## config.mk

```make
export PLATFORM = sky130hd
export DESIGN_NAME = tta_alert
export DESIGN_NICKNAME = d
export VERILOG_FILES = /design/src/tta_pkg.sv /design/src/tta_alert.sv
export SDC_FILE = /design/constraint.sdc
export NUM_CORES = 1
export LEC_CHECK = 0
export ABC_AREA = 0
export BUFFER_PORTS_ARGS = -buffer_cell sky130_fd_sc_hd__buf_4
export CAP_MARGIN = 40
export CORE_UTILIZATION = 51
export DETAILED_ROUTE_END_ITERATION = 6
export GPL_TIMING_DRIVEN = 0
export HOLD_SLACK_MARGIN = 0.1
export PLACE_DENSITY_LB_ADDON = 0.2
export RECOVER_POWER = 100
export SETUP_SLACK_MARGIN = 0.1
export SLEW_MARGIN = 40
export SYNTH_ARGS = -nofsm -noshare
export SYNTH_HDL_FRONTEND = slang
export SYNTH_SLANG_ARGS = --single-unit
export TNS_END_PERCENT = 1
```

## constraint.sdc

```tcl
create_clock -name clk_i -period 2.7 [get_ports clk_i]
set_input_delay 0.54 -clock clk_i [delete_from_list [all_inputs] [get_ports clk_i]]
set_output_delay 0.54 -clock clk_i [all_outputs]
set_load 0.01 [all_outputs]
```

## src/tta_pkg.sv

```systemverilog
// constants, types and register map of the thermal threshold alert block
`default_nettype none
package tta_pkg;
  localparam int CLK_MHZ    = 250;
  localparam int CONV9_MS   = 30;
  localparam int CONV10_MS  = 60;
  localparam int CONV11_MS  = 120;
  localparam int CONV12_MS  = 240;
  localparam int POR_MS     = 2;
  localparam int CONV9_CYC  = CONV9_MS * 1000 * CLK_MHZ;
  localparam int CONV10_CYC = CONV10_MS * 1000 * CLK_MHZ;
  localparam int CONV11_CYC = CONV11_MS * 1000 * CLK_MHZ;
  localparam int CONV12_CYC = CONV12_MS * 1000 * CLK_MHZ;
  localparam int POR_CYC    = POR_MS * 1000 * CLK_MHZ;

  localparam logic [5:0] IDX_TEMP  = 6'h00;
  localparam logic [5:0] IDX_CFG   = 6'h01;
  localparam logic [5:0] IDX_LOWER = 6'h02;
  localparam logic [5:0] IDX_UPPER = 6'h03;

  localparam logic [15:0] RST_TEMP  = 16'h0000;
  localparam logic [15:0] RST_UPPER = 16'hA000;
  localparam logic [15:0] RST_LOWER = 16'h9600;
  localparam logic [7:0]  RST_CFG   = 8'h00;
  localparam logic [15:0] LIM_MASK  = 16'hFF80;
  localparam logic [7:0]  LIM_LO    = 8'h80;

  localparam int CFG_SD  = 0;
  localparam int CFG_INT = 1;
  localparam int CFG_POL = 2;
  localparam int CFG_Q   = 3;
  localparam int CFG_RES = 5;
  localparam int CFG_OS  = 7;

  localparam logic [2:0] Q_N0 = 3'h1;
  localparam logic [2:0] Q_N1 = 3'h2;
  localparam logic [2:0] Q_N2 = 3'h4;
  localparam logic [2:0] Q_N3 = 3'h6;

  localparam logic [15:0] RES_M9  = 16'hFF80;
  localparam logic [15:0] RES_M10 = 16'hFFC0;
  localparam logic [15:0] RES_M11 = 16'hFFE0;
  localparam logic [15:0] RES_M12 = 16'hFFF0;

  typedef enum logic [1:0] {
    ST_POR  = 2'b00,
    ST_CONV = 2'b01,
    ST_IDLE = 2'b11
  } tta_st_t;

  typedef struct packed {
    tta_st_t     st;
    logic [31:0] tmr;
    logic [15:0] temp;
    logic [15:0] upper;
    logic [15:0] lower;
    logic [7:0]  cfg;
    logic        hot;
    logic        pend;
    logic [2:0]  qcnt;
    logic [15:0] s1;
    logic [15:0] s2;
    logic        ack;
    logic [31:0] dat;
    logic        alert;
  } tta_regs_t;
endpackage
`default_nettype wire

```

## src/tta_alert.sv

```systemverilog
// thermal threshold alert and conversion control with wishbone registers
`timescale 1ns/1ps
`default_nettype none
module tta_alert
  import tta_pkg::*;
#(
  parameter int unsigned P_CONV9  = CONV9_CYC,
  parameter int unsigned P_CONV10 = CONV10_CYC,
  parameter int unsigned P_CONV11 = CONV11_CYC,
  parameter int unsigned P_CONV12 = CONV12_CYC,
  parameter int unsigned P_POR    = POR_CYC
) (
  input  wire logic        clk_i,
  input  wire logic        rst_i,
  input  wire logic        wb_cyc_i,
  input  wire logic        wb_stb_i,
  input  wire logic        wb_we_i,
  input  wire logic [7:0]  wb_adr_i,
  input  wire logic [3:0]  wb_sel_i,
  input  wire logic [31:0] wb_dat_i,
  output logic      [31:0] wb_dat_o,
  output logic             wb_ack_o,
  input  wire logic [15:0] temp_sample_i,
  output logic             alert_o
);

  tta_regs_t   s;
  tta_regs_t   n;
  logic        done;
  logic        rd;
  logic        wr;
  logic        ev;
  logic        sd_enter;
  logic        above;
  logic        below;
  logic        cond;
  logic        act;
  logic [2:0]  need;
  logic [15:0] res_m;
  logic [15:0] newt;
  logic [31:0] conv_cyc;
  logic [5:0]  idx;

  always_comb begin
    n = s;
    // sample bus crosses in through two flops; only s2 is read
    n.s1 = temp_sample_i;
    n.s2 = s.s1;
    ev = 1'b0;
    sd_enter = 1'b0;
    idx = wb_adr_i[7:2];
    rd = wb_cyc_i && wb_stb_i && !s.ack && !wb_we_i;
    wr = wb_cyc_i && wb_stb_i && !s.ack && wb_we_i;
    n.ack = wb_cyc_i && wb_stb_i && !s.ack;
    done = (s.st == ST_CONV) && (s.tmr == 32'h0000_0000);
    case (s.cfg[CFG_RES+:2])
      2'b00: begin
        conv_cyc = 32'(P_CONV9);
        res_m = RES_M9;
      end
      2'b01: begin
        conv_cyc = 32'(P_CONV10);
        res_m = RES_M10;
      end
      2'b10: begin
        conv_cyc = 32'(P_CONV11);
        res_m = RES_M11;
      end
      default: begin
        conv_cyc = 32'(P_CONV12);
        res_m = RES_M12;
      end
    endcase
    case (s.cfg[CFG_Q+:2])
      2'b00:   need = Q_N0;
      2'b01:   need = Q_N1;
      2'b10:   need = Q_N2;
      default: need = Q_N3;
    endcase
    newt = s.s2 & res_m;
    // limits keep nine upper bits, signed half-degree steps
    above = $signed(newt) > $signed(s.upper & LIM_MASK);
    below = $signed(newt) < $signed(s.lower & LIM_MASK);
    // comparator release is barred while in shutdown (one-shot runs)
    cond = s.hot ? (below && (s.cfg[CFG_INT] || !s.cfg[CFG_SD])) : above;
    if (s.tmr != 32'h0000_0000) begin
      n.tmr = s.tmr - 32'h0000_0001;
    end
    case (s.st)
      ST_POR: begin
        if (s.tmr == 32'h0000_0000) begin
          n.st = ST_CONV;
          n.tmr = conv_cyc;
          n.temp = RST_TEMP;
          n.upper = RST_UPPER;
          n.lower = RST_LOWER;
          n.cfg = RST_CFG;
          n.hot = 1'b0;
          n.pend = 1'b0;
          n.qcnt = 3'h0;
        end
      end
      ST_CONV: begin
        if (done) begin
          n.temp = newt;
          if (cond) begin
            if (s.qcnt + 3'h1 >= need) begin
              n.hot = !s.hot;
              n.qcnt = 3'h0;
              ev = 1'b1;
            end else begin
              n.qcnt = s.qcnt + 3'h1;
            end
          end else begin
            n.qcnt = 3'h0;
          end
          if (s.cfg[CFG_SD]) begin
            n.cfg[CFG_OS] = 1'b0;
            n.st = ST_IDLE;
            // shutdown landing on a finished conversion must still clear
            sd_enter = !s.cfg[CFG_OS];
          end else begin
            n.tmr = conv_cyc;
          end
        end else if (s.cfg[CFG_SD] && !s.cfg[CFG_OS]) begin
          // shutdown drops the conversion in flight, no result
          n.st = ST_IDLE;
          sd_enter = 1'b1;
        end
      end
      ST_IDLE: begin
        if (!s.cfg[CFG_SD] || s.cfg[CFG_OS]) begin
          n.st = ST_CONV;
          n.tmr = conv_cyc;
          n.qcnt = 3'h0;
        end
      end
      default: begin
        n.st = ST_POR;
      end
    endcase
    // pending interrupt: a new event beats a same-cycle read, shutdown beats both
    if (rd) begin
      n.pend = 1'b0;
    end
    if (ev) begin
      n.pend = 1'b1;
    end
    if (sd_enter) begin
      n.pend = 1'b0;
    end
    if (wr) begin
      case (idx)
        IDX_CFG: begin
          if (wb_sel_i[0]) begin
            n.cfg = wb_dat_i[7:0];
          end
        end
        IDX_LOWER: begin
          if (wb_sel_i[1]) begin
            n.lower[15:8] = wb_dat_i[15:8];
          end
          if (wb_sel_i[0]) begin
            n.lower[7:0] = wb_dat_i[7:0] & LIM_LO;
          end
        end
        IDX_UPPER: begin
          if (wb_sel_i[1]) begin
            n.upper[15:8] = wb_dat_i[15:8];
          end
          if (wb_sel_i[0]) begin
            n.upper[7:0] = wb_dat_i[7:0] & LIM_LO;
          end
        end
        default: begin
          n.dat = s.dat;
        end
      endcase
    end
    n.dat = 32'h0000_0000;
    if (rd) begin
      case (idx)
        IDX_TEMP:  n.dat = {16'h0000, s.temp};
        IDX_CFG:   n.dat = {24'h00_0000, s.cfg};
        IDX_LOWER: n.dat = {16'h0000, s.lower};
        IDX_UPPER: n.dat = {16'h0000, s.upper};
        default:   n.dat = 32'h0000_0000;
      endcase
    end
    act = n.cfg[CFG_INT] ? n.pend : n.hot;
    n.alert = n.cfg[CFG_POL] ? act : !act;
  end

  always_ff @(posedge clk_i) begin
    if (rst_i) begin
      s.st    <= ST_POR;
      s.tmr   <= 32'(P_POR);
      s.temp  <= RST_TEMP;
      s.upper <= RST_UPPER;
      s.lower <= RST_LOWER;
      s.cfg   <= RST_CFG;
      s.hot   <= 1'b0;
      s.pend  <= 1'b0;
      s.qcnt  <= 3'h0;
      s.s1    <= 16'h0000;
      s.s2    <= 16'h0000;
      s.ack   <= 1'b0;
      s.dat   <= 32'h0000_0000;
      s.alert <= 1'b1;
    end else begin
      s <= n;
    end
  end

  assign wb_ack_o = s.ack;
  assign wb_dat_o = s.dat;
  assign alert_o  = s.alert;
endmodule
`default_nettype wire

```

# Word-level counts from Yosys, hierarchy flattened
# Index checks and enable logic that the tools add are counted.
# totals
memories,0
rom_bits,0
output_inout_bits,34
word_cells,115
input_bits,65
latch_bits,0
ram_bits,0
ff_bits,161
# classes
n_mux,53
n_eq_ne,14
n_mul,0
shift,0
n_reduce_logical,27
addsub,2
n_div,0
n_lt_le_gt_ge,3
n_bitwise,2
# ops
operator,count
$mux W32,3
$pmux W32 S3,1
$mux W95,1
$pmux W26 S3,1
$pmux W16 S4,1
$mux W48,1
$mux W8,6
$mux W40,1
$mux W34,1
$logic_not A32 Y1,1
$mux W16,2
$pmux W16 S2,1
$reduce_bool A32 Y1,1
$sub A32 B1 Y32 const B,1
$pmux W7 S3,1
$mux W1,20
$pmux W3 S3,2
$and A16 B16 Y16,1
$gt A16 B16 Y1,1
$lt A16 B16 Y1,1
$eq A6 B2 Y1 const B,2
$mux W3,4
$reduce_and A4 Y1,2
$logic_and A1 B1 Y1,7
other kinds (21),38

# Longest topological paths before layout
# logic_depth
depth_word,14
depth_mapped,11
ltp_nobuf,11

# Worst setup path after synthesis
# Ideal clock, no wire load.
# synth_timing
kind,register to register
startpoint,register s[127] in the netlist's numbering
endpoint,register s (netlist bit alert_o)
arrival_time_ns,2.820
setup_ns,0.072
required_time_ns,2.628
n_path_buf,1
setup_slack_ns,-0.192
synth_period_minus_slack_ns,2.892
path_stages_with_launch,11
path_cell_list,dfxtp_1 inv_1 ha_1 or4b_1 or4_4 or4_4 buf_6 nor4_4 a211oi_2 a22oi_2 mux2i_1
# synth_between
elab_chain_cells,9
word_cells_on_any_way,20
cone_classes,mux: 17; reduce/logical: 3
# synth_rtl
element,line,source
start: declaration,tta_alert.sv:27,tta_regs_t s;
start signal: assignment,tta_alert.sv:211,s <= n;
$logic_not A32 Y1 (*),"tta_alert.sv:55, tta_alert.sv:91",
$mux W95 or $logic_and A1 B1 Y1 (tied branches),"tta_alert.sv:91, tta_alert.sv:55",
"$mux W1, or another cell as far along",tta_alert.sv:89,case (s.st)
"$mux W1, or another cell as far along",tta_alert.sv:143,if (rd) begin
$mux W1 or $mux W8 (tied branches),"tta_alert.sv:146, tta_alert.sv:153",
$mux W1 or $mux W40 (tied branches),"tta_alert.sv:149, tta_alert.sv:152",
$mux W1,tta_alert.sv:190,act = n.cfg[CFG_INT] ? n.pend : n.hot;
$logic_not A1 Y1,tta_alert.sv:191,n.alert = n.cfg[CFG_POL] ? act : !act;
$mux W1 (*),tta_alert.sv:191,
# Mark *: on every way between the ends. The rest lies on a longest branch, timed or not. The select of a mux whose other input is x is not followed.
# A chain may end at the register's enable or synchronous reset.

# Worst setup path in the final report
# layout_timing
startpoint,register s[148] in the netlist's numbering
endpoint,register s (netlist bit alert_o)
# Same word-level chain as after synthesis.

==> summary.md <==
| Metric | Value |
|---|---|
| Top_reg_cell synth | dfxtp_1 |
| Count of state elements after synthesis | 133 |
| Clk root buf | clkbuf_16 |
| Post-synthesis compound-gate area fraction | 0.129 |
| Overflow after GRT | 0 |
| Status | finished, violations left |
| Fin area | ~8100 um^2 |
| Crit path from | s[148] |
| # fillers | 1013 |
| Critical Path Start Type | flip-flop |
| Slew @ Worst Pin | between 600 and 700 ps |
| CTS Buffer Depth | 2 |
| Commonest non-fill, non-tap cell in the layout | dfxtp_1 |
| Die span in x | 114 um |
| Drt wl/cell | between 15 and 20 um |
| Flop-to-flop setup slack | -210 ps |
| IO Port Bufs | 57 |
| Largest family of logic cells by synthesized area | simple AND/OR/NAND/NOR gates |
| Die H | 114 um |
| Max stage delay on crit path | 560 ps |
| Post-DP Area | 7140 um^2 |
| Worst Path Max Fanout | 7 |
| Worst R2R End | alert_o |
| Worst EP arrival | between 3000 and 4000 ps |
| CP required | roughly 3000 ps |
| CTS clock-pin slew for the worst setup and hold paths | 60 ps |
| Mux share of post-synthesis cell area | 0.0366 |
| Post-route minimum period | 2910 ps |
| Final setup fails | 9 |
| Initial antenna violation count | 0 |
| Critical path capture point type | flip-flop |
| Slew Limit Fails | 0 |
| DRC errors left | 0 |
| GRT Total Usage | 0.269 |
| Largest net degree at the start of global routing | 17 |
| Avg Inst Size Synth | 8.76 um^2 |
| Pre-CTS setup slack | -410 ps |
| Mapped Cells | 733 |
| Unrepaired setup endpoints after global routing | yes |
| Core area | 12200 um^2 |
| RD Place Congestion | about 0.94 |
| Synth Area in XOR/XNOR | 0.0368 |
| Fin cells | between 1000 and 1500 |
| Vias in the first global route | around 5400 |
| Clock Sinks | 133 |
| Failing checks | setup timing |
| Cell family with most CP delay | simple AND/OR/NAND/NOR gates |
| Commonest cells after routing, fill and taps aside | 130 x dfxtp_1, 76 x nor2_1, 76 x buf_4, 50 x a21oi_1, 43 x clkbuf_1 |
| Async set-reset flop share out of synthesis | 0 |
| Reg area | 2670 um^2 |
| Placed cell count | around 970 |
| WHS Path Cells | 2 |
| Nets | between 900 and 1000 |
| Synth Area in Simple Gates | 0.250 |
| Critical path class | flip-flop to flip-flop |
| CTS buffer count | 17 |
| Number of synthesized flops with an enable pin | 0 |
| Final hold slack | 324 ps |
| Total leakage power | 0.00318 uW |
| Final ANT Viol Nets | 0 |
| Clock Latency Late Sink | between 400 and 500 ps |
| Pre-antenna DRT Iters | 5 |
| Seq/Total Area, Yosys | 0.415 |
| Post-synth cell types | 61 |
| Routed Wire Length | 16800 um |
| Crit path to | alert_o |
| Yosys warns | 0 |
| Area growth, synth to finish | 25.4% |
| TritonCTS clock tree | built |
| Initial DRC Count | 443 |
| Initial core utilization | 0.528 |
| Crit path depth | 9 |
| Most used cell along the critical path | or4_4 |
| Post-DP HPWL | 11900 um |
| Reg2reg path depth | 9 |
| First-pass GRT wire length | approximately 27000 um |
| Worst clock skew | just under 7 ps |
| H-Tree Depth | 4 |
| Via density | 5.63 |
| Buf+Inv Stages, Crit Path | 2 |
| Via count | 5697 |
| Mapped Area | 6420 um^2 |
| Slowest-stage cell, CP | or4_4 |
| N_diodes | 0 |
| Synth top area share | 0.415 |
| Die area | 13000 um^2 |
| # IOs | 99 |
| Final hold vios | 0 |
| FMAX | 343 MHz |
| Number of cell rows | 40 |
| Max VDD drop | approximately 0.45 mV |
| R2R Path Start | s[148] |
| Yosys top cell by area | dfxtp_1 |
| Post-route setup slack | -214 ps |
| Hold crit path type | primary input to flip-flop |
| Worst-path cell chain | or4_4 > buf_6 > or4_4 > or4_4 > buf_6 > and2_4 > a211oi_2 > a22oi_2 > mux2i_1 |
| Ratio of cells with drive above 1 in the final layout | 0.214 |
| Multi-input gate area | 3590 um^2 |
| Setup TNS | -543 ps |
| Maxcap violations | 0 |
| Hold bufs inserted after CTS | 0 |
| Worst rel slew slack | 0.540 |
| Final period utilization | 1.08 |
| Power per cell area | about 600 nW/um^2 |
| Post-Synth Adder-Cell Area | 0.0546 |
| Largest cells by area after synthesis | dfxtp_1 41%, ha_1 5.5%, nor2_1 4.5% |
worst register-to-register path: stages (launching register included):
cell	delay, ps
dfxtp_2	340
or4_4	530
buf_6	150
or4_4	560
or4_4	440
buf_6	160
and2_4	150
a211oi_2	200
a22oi_2	140
mux2i_1	130
what timing repair did:
item | CTS | global route
pin swaps | 14 | 26
setup buffers | 7 | 0
setup endpoints to repair | 88 | 86
gates resized for setup | 44 | 35
stage by stage:
step / total power (uW) / utilization
after global placement: 2400 / 0.586
final: 4890 / 0.662
after CTS: 4880 / 0.657
after global routing: 5040 / 0.662
after floorplan: 2290 / -
after detailed placement: 2410 / 0.587
final cells by class:
cell class / instances / area share
Buffer: 66 / 0.0533
Clock buffer: 20 / 0.0567
Clock inverter: 12 / 0.0221
Inverter: 31 / 0.0145
Multi-Input combinational cell: 518 / 0.446
Sequential cell: 133 / 0.331
Tap cell: 168 / 0.0261
Timing Repair Buffer: 64 / 0.0504
worst min-delay path by stage:
stage | startpoint | endpoint | slack (ps)
after global placement | n[47] | s[47] | 420
after floorplan | n[38] | s[38] | 410
after global routing | temp_sample_i[8] | n[42] | 330
after CTS | temp_sample_i[8] | n[42] | 310
final | temp_sample_i[12] | n[46] | 320
after detailed placement | n[44] | s[44] | 420
per-layer routing:
layer / vias up / share of wire / track usage
met2: 261 / 0.45 / 0.420
met1: 2693 / 0.44 / 0.349
li1: 2710 / - / -
met3: 33 / 0.077 / 0.0598
met4: 0 / 0.027 / 0.138
met5: - / 0 / 0
flip-flops by register name, indices dropped and copies added, names as in the netlist:
register,count
s,103
wb_dat_o,16
n,12
alert_o,1
wb_ack_o,1
synthesized netlist by cell type, drive strengths merged, types with 2 or more instances:
library cell  number
or3                5
xnor2             20
a41o               2
mux2i             10
nor3b              2
a41oi              2
nand3b             5
o211ai             3
and2              22
buf               37
nand4             10
ha                28
dfxtp            133
a211oi             9
inv               31
nand2b            17
o22ai              7
or4b               2
and3               5
mux4               4
o21ai             15
clkbuf            29
a21o               5
xor2               7
nand3             21
nand2             39
nor4b              5
or3b               2
or4               12
nand4b             2
nor4               9
a31oi              3
mux2               4
or2                6
nor2b             34
a21oi             53
a22oi             18
nor3              23
nor2              77
o21a               2
power by group:
group | total, uW | leakage [uW] | switching, uW | internal, uW
Combinational | 375 | 0.00180 | 199 | 176
Clock | 2470 | 0.000298 | 875 | 1590
Sequential | 2040 | 0.00108 | 38.9 | 2010
Total | 4890 | 0.00318 | 1110 | 3770
cells by family after synthesis:
kind of cell | Yosys count
mux | 18
xor+xnor | 27
flops | 133
compound gates | 130
buf+inv | 97
simple gates | 299
fa+ha+maj | 28
other cells | 1
No activity file was read; power rests on OpenSTA's default activity.
